$ cat src/lvdc_pkg.sv
package lvdc_pkg;
  localparam logic [15:0] LVDC_CTRL_ADDR = 16'hffbe;
  localparam logic [15:0] LVDC_LEVEL_ADDR = 16'hffbf;
  localparam logic [15:0] LVDC_CAUSE_ADDR = 16'hffac;
  localparam logic [15:0] LVDC_IRQF_ADDR = 16'hffe0;
  localparam logic [15:0] LVDC_IRQM_ADDR = 16'hffe4;
  localparam int LVDC_ON_BIT = 7;
  localparam int LVDC_REF_BIT = 4;
  localparam int LVDC_MODE_BIT = 1;
  localparam int LVDC_FLAG_BIT = 0;
  localparam int LVDC_IRQ_BIT = 0;
  localparam int LVDC_CAUSE_BIT = 0;
  localparam logic [7:0] LVDC_CTRL_RST = 8'h00;
  localparam logic [2:0] LVDC_LEVEL_RST = 3'h0;
  localparam logic [2:0] LVDC_LEVEL_BAD = 3'h7;
  localparam logic [2:0] LVDC_LEVEL_POC_MIN = 3'h4;
  localparam logic LVDC_MASK_RST = 1'b1;
endpackage

$ cat src/lvdc_sync.sv
`timescale 1ns/10ps
`default_nettype none
module lvdc_sync import lvdc_pkg::*; (
  mclk,
  rst_n,
  async_in,
  sync_out
);
  input wire logic mclk;
  input wire logic rst_n;
  input wire logic async_in;
  output logic sync_out;

  typedef struct packed {
    logic stage1;
    logic stage2;
  } lvdc_sync_s;

  lvdc_sync_s st_r;
  lvdc_sync_s st_nxt;

  always_comb begin
    st_nxt.stage1 = async_in;
    st_nxt.stage2 = st_r.stage1;
  end

  always_ff @(posedge mclk or negedge rst_n) begin
    if (!rst_n) begin
      st_r <= '0;
    end else begin
      st_r <= st_nxt;
    end
  end

  assign sync_out = st_r.stage2;
endmodule
`default_nettype wire

$ cat src/lvdc_top.sv
`timescale 1ns/10ps
`default_nettype none
module lvdc_top import lvdc_pkg::*; (
  mclk,
  rst_n,
  bus_addr,
  bus_wr,
  bus_rd,
  bus_wdata,
  bus_rdata,
  cmp_below,
  poc_used,
  poc_high_thresh,
  poc_reset,
  other_reset,
  stop_mode,
  halt_mode,
  cpu_on_subclk,
  x1_stopped,
  detect_reset,
  detect_irq,
  reference_en,
  comparator_en,
  level_code,
  regulator_en
);
  input wire logic mclk;
  input wire logic rst_n;
  input wire logic [15:0] bus_addr;
  input wire logic bus_wr;
  input wire logic bus_rd;
  input wire logic [7:0] bus_wdata;
  output logic [7:0] bus_rdata;
  input wire logic cmp_below;
  input wire logic poc_used;
  input wire logic poc_high_thresh;
  input wire logic poc_reset;
  input wire logic other_reset;
  input wire logic stop_mode;
  input wire logic halt_mode;
  input wire logic cpu_on_subclk;
  input wire logic x1_stopped;
  output logic detect_reset;
  output logic detect_irq;
  output logic reference_en;
  output logic comparator_en;
  output logic [2:0] level_code;
  output logic regulator_en;

  typedef struct packed {
    logic detector_enable;
    logic reference_enable;
    logic reset_mode_select;
    logic [2:0] level;
    logic below_level_flag;
    logic irq_src_prev;
    logic detect_irq_request;
    logic detect_irq_mask;
    logic detect_reset_cause;
    logic rst_out;
    logic irq_out;
    logic ref_out;
    logic cmp_out;
    logic reg_out;
    logic [7:0] rdata;
  } lvdc_state_s;

  lvdc_state_s st_r;
  lvdc_state_s st_nxt;
  logic below_sync;

  lvdc_sync u_sync (
    .mclk(mclk),
    .rst_n(rst_n),
    .async_in(cmp_below),
    .sync_out(below_sync)
  );

  function automatic logic hit(input logic [15:0] a, input logic [15:0] reg_addr);
    hit = (a == reg_addr);
  endfunction

  logic poc_prio;
  logic irq_src;
  logic in_reset;

  always_comb begin
    st_nxt = st_r;
    // power-on-clear owns levels 4..6 when its threshold is the high one
    poc_prio = poc_high_thresh && (st_r.level >= LVDC_LEVEL_POC_MIN);
    irq_src = st_r.detector_enable && !st_r.reset_mode_select && st_r.below_level_flag;
    in_reset = st_r.rst_out || poc_reset || other_reset;
    st_nxt.below_level_flag = below_sync && st_r.detector_enable;
    st_nxt.irq_src_prev = irq_src;
    // reset only while below the level, never merely on mode selection
    st_nxt.rst_out = st_r.detector_enable && st_r.reset_mode_select
                     && st_r.below_level_flag && !poc_prio;
    if (bus_wr && hit(bus_addr, LVDC_CTRL_ADDR)) begin
      st_nxt.detector_enable = bus_wdata[LVDC_ON_BIT];
      st_nxt.reference_enable = bus_wdata[LVDC_REF_BIT];
      st_nxt.reset_mode_select = bus_wdata[LVDC_MODE_BIT];
    end
    if (bus_wr && hit(bus_addr, LVDC_LEVEL_ADDR) && bus_wdata[2:0] != LVDC_LEVEL_BAD) begin
      st_nxt.level = bus_wdata[2:0];
    end
    if (bus_wr && hit(bus_addr, LVDC_IRQM_ADDR)) begin
      st_nxt.detect_irq_mask = bus_wdata[LVDC_IRQ_BIT];
    end
    if (bus_wr && hit(bus_addr, LVDC_IRQF_ADDR) && !bus_wdata[LVDC_IRQ_BIT]) begin
      st_nxt.detect_irq_request = 1'b0;
    end
    if (irq_src && !st_r.irq_src_prev) begin
      st_nxt.detect_irq_request = 1'b1;
    end
    if (bus_rd && hit(bus_addr, LVDC_CAUSE_ADDR)) begin
      st_nxt.detect_reset_cause = 1'b0;
    end
    if (poc_reset) begin
      st_nxt.detect_reset_cause = 1'b0;
    end else if (st_r.rst_out) begin
      st_nxt.detect_reset_cause = 1'b1;
    end
    // other resets clear control unless a detector reset is active; a detector reset leaves it alone
    if ((poc_reset || other_reset) && !st_r.rst_out) begin
      st_nxt.detector_enable = 1'b0;
      st_nxt.reference_enable = 1'b0;
      st_nxt.reset_mode_select = 1'b0;
    end
    st_nxt.ref_out = st_r.reference_enable || poc_used;
    st_nxt.cmp_out = st_r.detector_enable;
    st_nxt.irq_out = st_r.detect_irq_request && !st_r.detect_irq_mask;
    st_nxt.reg_out = !(in_reset || stop_mode
                       || (halt_mode && cpu_on_subclk && x1_stopped));
    st_nxt.rdata = 8'h00;
    if (bus_rd) begin
      if (hit(bus_addr, LVDC_CTRL_ADDR)) begin
        st_nxt.rdata[LVDC_ON_BIT] = st_r.detector_enable;
        st_nxt.rdata[LVDC_REF_BIT] = st_r.reference_enable;
        st_nxt.rdata[LVDC_MODE_BIT] = st_r.reset_mode_select;
        st_nxt.rdata[LVDC_FLAG_BIT] = st_r.below_level_flag;
      end else if (hit(bus_addr, LVDC_LEVEL_ADDR)) begin
        st_nxt.rdata[2:0] = st_r.level;
      end else if (hit(bus_addr, LVDC_CAUSE_ADDR)) begin
        st_nxt.rdata[LVDC_CAUSE_BIT] = st_r.detect_reset_cause;
      end else if (hit(bus_addr, LVDC_IRQF_ADDR)) begin
        st_nxt.rdata[LVDC_IRQ_BIT] = st_r.detect_irq_request;
      end else if (hit(bus_addr, LVDC_IRQM_ADDR)) begin
        st_nxt.rdata[LVDC_IRQ_BIT] = st_r.detect_irq_mask;
      end
    end
  end

  always_ff @(posedge mclk or negedge rst_n) begin
    if (!rst_n) begin
      st_r <= '0;
      st_r.level <= LVDC_LEVEL_RST;
      st_r.detect_irq_mask <= LVDC_MASK_RST;
    end else begin
      st_r <= st_nxt;
    end
  end

  assign bus_rdata = st_r.rdata;
  assign detect_reset = st_r.rst_out;
  assign detect_irq = st_r.irq_out;
  assign reference_en = st_r.ref_out;
  assign comparator_en = st_r.cmp_out;
  assign level_code = st_r.level;
  assign regulator_en = st_r.reg_out;
endmodule
`default_nettype wire

$ cat config.mk
export PLATFORM = sky130hd
export DESIGN_NAME = lvdc_top
export DESIGN_NICKNAME = d
export VERILOG_FILES = /design/src/lvdc_pkg.sv /design/src/lvdc_sync.sv /design/src/lvdc_top.sv
export SDC_FILE = /design/constraint.sdc
export NUM_CORES = 1
export LEC_CHECK = 0
export ABC_AREA = 0
export BUFFER_PORTS_ARGS = -buffer_cell sky130_fd_sc_hd__buf_4
export CAP_MARGIN = 25
export CELL_PAD_IN_SITES_DETAIL_PLACEMENT = 0
export CELL_PAD_IN_SITES_GLOBAL_PLACEMENT = 2
export CORE_MARGIN = 5
export CORE_UTILIZATION = 26
export CTS_CLUSTER_DIAMETER = 40
export DETAILED_ROUTE_END_ITERATION = 7
export GPL_ROUTABILITY_DRIVEN = 0
export HOLD_SLACK_MARGIN = 0.1
export PLACE_DENSITY_LB_ADDON = 0.1
export SLEW_MARGIN = 10
export SYNTH_ARGS = -nofsm -noshare
export SYNTH_HDL_FRONTEND = slang
export SYNTH_HIERARCHICAL = 1
export SYNTH_SLANG_ARGS = --single-unit
$ cat constraint.sdc
create_clock -name mclk -period 1.5 [get_ports mclk]
set_input_delay 0.3 -clock mclk [delete_from_list [all_inputs] [get_ports mclk]]
set_output_delay 0.3 -clock mclk [all_outputs]
set_load 0.05 [all_outputs]
==> results.md <==
Run status:
- The flow ran to the end, and the final reports show no timing, DRC or antenna violations.

Logic synthesis:
- The count of state elements after synthesis is 23.
- The top cell type by area accounts for about half of the synthesized area.
- Ranked by total cell area, the synthesized netlist is headed by sky130_fd_sc_hd__dfrtp_1 (50%), sky130_fd_sc_hd__buf_4 (8.2%), sky130_fd_sc_hd__a21oi_1 (3.2%), sky130_fd_sc_hd__nand3_1 (3.2%), sky130_fd_sc_hd__a41o_1 (2.7%).
- The post-synthesis cell type with the largest combined area is sky130_fd_sc_hd__dfrtp_1.
- For this run, the number of Yosys warnings is 6.
- The cell count after synthesis came out at between 100 and 150.
- The synthesized cell area is about 0.0011 mm^2.
- Sequential cells were found to cover between 50% and 60% of the synthesized design area.
- Each instance of the synthesized netlist takes up on average around 11 um^2.
- The netlist uses 34 different library cells.

Global routing:
- The initial antenna violation count is 0.
- The wire length of the first global-routing pass is about 4.4 mm.
- The number of global-route vias before repair is slightly above 900.
- The maximum number of pins on one net before global-route repair is 24.
- The total routing resource utilization after global routing is about a tenth.
- The overall overflow remaining after global route is 0.

Setup path:
- The worst register-to-register path ends at bus_rdata[0].
- The setup slack on the worst flop-to-flop path is 0.20 ns.
- In this design, the stage delay of the slowest critical-path cell is 0.44 ns.
- For the worst setup path, the data arrival time is about 1.5 ns.
- The top cell family by delay on the critical path is simple AND/OR/NAND/NOR gates.
- Traced cell by cell, the critical path runs through or4b_1 -> a21oi_1 -> a21oi_1 -> a211oi_2.
- Measured in cells, the most critical reg-to-reg path has a length of 4.
- STA classifies the critical path startpoint as a flop.
- The worst setup path category is reg2reg.
- Along the worst path, the maximum fanout reaches 2.
- The worst reg2reg path startpoint is st_r[13].
- For the worst setup path, the data required time is roughly 1.7 ns.
- In this run the number of cells on the critical path is 4.
- The number of buffers and inverters on the critical path is 0.
- The most frequent cell on the critical path is sky130_fd_sc_hd__a21oi_1.
- The nature of the critical path endpoint is a flop.
- The slowest stage of the critical path is the sky130_fd_sc_hd__or4b_1 cell.

Clock tree:
- The TritonCTS buffer count is 3.
- TritonCTS built the clock tree.
- After clock tree synthesis, the repair step resized 0 gates.
- The clock root buffer master is sky130_fd_sc_hd__clkbuf_8.
- The worst-case clock buffer depth is 2.
- After clock tree synthesis, the clock-pin slew on the worst setup and hold paths is roughly 0.09 ns.
- After clock tree synthesis, the setup repair step added 0 buffers.
- The level count of the clock H-tree is 1.
- The clock latency at the later pin of the worst-skew pair is 0.26 ns.
- Clock tree synthesis found a total of 23 sinks.

Detailed routing:
- Summed over all layers, the routed wires come to 2.668 mm.
- In the routed design, unresolved DRC markers number 0.
- The number of iterations in the first detailed-routing pass is 4.
- Across all layers, the routed design uses slightly above 900 vias.
- The routed length per instance is ~13 um.
- The initial DRC count is 4.
- After detailed routing, the number of vias per cell comes to about 4.5.
- In this run the remaining antenna-violating nets after routing total 0.

Die:
- The die is about 75 um wide.
- The I/O pin count is 53.
- The number of standard-cell rows in the floorplan is 23.
- In this run the vertical extent of the chip is between 70 and 80 um.
- In this run the standard cell core region covers about 0.0040 mm^2.
- The initial utilization of the core area, before any placement, comes to between 20% and 30%.
- The full die area is ~0.0056 mm^2.

Power:
- The peak supply drop is slightly below 300 uV.
- In this run the power density over the cells is between 700 and 800 mW/mm^2.
- Summed over all cells, the static leakage comes to 0.0007538 uW.
- The total power consumption of the routed design is between 1000 and 1500 uW.

Flow run:
- Across the run, the number of max-cap violations was 0.

Final layout:
- The area overhead of the layout relative to synthesis is 39.59%.
- The number of nets in the final layout is ~190.
- The repair_antennas step left the layout with diodes totalling 0.
- Measured on the finished design, the core utilization comes to 37.89%.
- The finished layout holds 201 standard cells, fillers aside.
- The fraction of layout cells with a size suffix above 1 is about two fifths.

Min path:
- The path with the worst hold slack has its endpoint at u_sync/st_nxt[0].
- The tightest min-delay check is of the in2reg type.
- The startpoint of the most critical hold path is cmp_below.
- Counting instances, the worst hold path has a depth of 1.

Placement:
- The number of buffers added on ports is 46.
- Detailed placement ended at an HPWL of around 2.2 mm.
- The placed cell count is a little under 200.

Timing:
- Between clock sinks in the finished design, the worst skew comes to approximately 0.0012 ns.
- The final critical path takes up 86.71% of the cycle.
- Derived from the worst setup path, the maximum achievable clock frequency is between 0.7 and 0.8 GHz.
- The number of max-slew violations in the final report was 0.
- The post-layout minimum cycle time is 1.301 ns.
- The final number of setup-violating endpoints is 0.
- Setup repair after global routing left no endpoint under its margin.
- The setup TNS is 0 ns.
- The final-report hold violation count is 0.
area by class of cell:
| type | count | area, um^2 |
|---|---|---|
| fill | 428 | 2502 |
| sequential | 23 | 576.8 |
| multi-input combinational | 69 | 426.7 |
| timing repair buffer | 54 | 407.9 |
| tap | 50 | 62.56 |
| clock buffer | 3 | 41.29 |
| clock inverter | 1 | 7.507 |
| inverter | 1 | 3.754 |
power by group:
| group | internal (uW) | switching [uW] |
|---|---|---|
| clock network | 188 | 209 |
| registers | 625 | 1.08 |
| logic | 76.3 | 75.3 |
| total | 889 | 286 |
sequential cells by signal, summed over array words and instances, names as in the netlist:
register / cells
detect_irq: 1
level_code: 3
u_sync/st_nxt: 1
detect_reset: 1
regulator_en: 1
st_r: 7
st_nxt: 1
reference_en: 1
u_sync/sync_out: 1
comparator_en: 1
bus_rdata: 5
logic make-up after synthesis:
group                  after synthesis  share of synthesized area, %
and+or+nand+nor                     42                         21.86
DFF                                 23                         52.75
AOI/OAI and AO/OA                   20                         12.24
buffers and inverters               14                         8.924
muxes                                4                         3.890
other                                1                        0.3429
worst max path at each step:
| stage | from | to | slack [ns] |
|---|---|---|---|
| final | st_r[13] | bus_rdata[0] | 0.20 |
| after global routing | st_r[13] | bus_rdata[0] | 0.1 |
| after CTS | st_r[13] | bus_rdata[0] | 0.18 |
| after detailed placement | bus_addr[11] | st_r[14] | -0.05 |
| after global placement | bus_addr[11] | st_r[14] | -0.04 |
| after floorplan | bus_addr[11] | st_r[14] | 0.19 |
what timing repair did:
item,in CTS,in global routing
hold endpoints to repair,22,0
hold buffers,1,0
setup endpoints to repair,0,0
routing by layer:
metal  vias up  GRT usage (%)  share of wire (%)
li1        454              -                  -
met1       414          13.53                 44
met2        37          16.15                 46
met3         2          2.937                9.3
met4         0          3.557               0.64
met5         -              0                  0
stage by stage:
stage,hold slack [ns],worst slack [ns],cell area [um^2]
floorplan,0.004409,0.1949,1101
global placement,0.2129,-0.03817,1468
detailed placement,0.2139,-0.05403,1468
CTS,0.1274,0.1823,1526
global route,0.1244,0.09914,1526
finish,0.1362,0.1994,1526
cell usage in the layout (no fill, tap or decap), types with 2 or more instances in the layout:
cell                       Yosys  layout
sky130_fd_sc_hd__nand3_1       7       7
sky130_fd_sc_hd__and4_1        3       3
sky130_fd_sc_hd__nor3b_1       2       2
sky130_fd_sc_hd__a21oi_1       7       7
sky130_fd_sc_hd__nor3_1        2       2
sky130_fd_sc_hd__nor2_1        7       7
sky130_fd_sc_hd__clkbuf_8      0       3
sky130_fd_sc_hd__dfrtp_1      22      22
sky130_fd_sc_hd__buf_4        12      53
sky130_fd_sc_hd__mux2i_1       2       2
sky130_fd_sc_hd__a41o_1        3       3
sky130_fd_sc_hd__conb_1        1       3
sky130_fd_sc_hd__o21ai_1       4       4
sky130_fd_sc_hd__nand4_1       2       2
sky130_fd_sc_hd__nand2b_1      2       2
sky130_fd_sc_hd__nand2_1       7       7
sky130_fd_sc_hd__o21a_1        3       3
synthesized netlist by cell type:
cell,number
sky130_fd_sc_hd__a211oi_2,1
sky130_fd_sc_hd__a21o_1,1
sky130_fd_sc_hd__a21oi_1,7
sky130_fd_sc_hd__a31oi_1,1
sky130_fd_sc_hd__a41o_1,3
sky130_fd_sc_hd__and2_0,1
sky130_fd_sc_hd__and2_1,1
sky130_fd_sc_hd__and4_1,3
sky130_fd_sc_hd__buf_4,12
sky130_fd_sc_hd__clkbuf_1,1
sky130_fd_sc_hd__conb_1,1
sky130_fd_sc_hd__dfrtp_1,22
sky130_fd_sc_hd__dfstp_2,1
sky130_fd_sc_hd__inv_1,1
sky130_fd_sc_hd__mux2_1,1
sky130_fd_sc_hd__mux2_2,1
sky130_fd_sc_hd__mux2i_1,2
sky130_fd_sc_hd__nand2_1,7
sky130_fd_sc_hd__nand2b_1,2
sky130_fd_sc_hd__nand3_1,7
sky130_fd_sc_hd__nand3b_1,1
sky130_fd_sc_hd__nand4_1,2
sky130_fd_sc_hd__nor2_1,7
sky130_fd_sc_hd__nor2_2,1
sky130_fd_sc_hd__nor2b_1,1
sky130_fd_sc_hd__nor3_1,2
sky130_fd_sc_hd__nor3b_1,2
sky130_fd_sc_hd__nor4_2,1
sky130_fd_sc_hd__o21a_1,3
sky130_fd_sc_hd__o21ai_1,4
sky130_fd_sc_hd__or2_2,1
sky130_fd_sc_hd__or3_1,1
sky130_fd_sc_hd__or4_1,1
sky130_fd_sc_hd__or4b_1,1
Note: power is estimated with default switching activity, not from simulation.
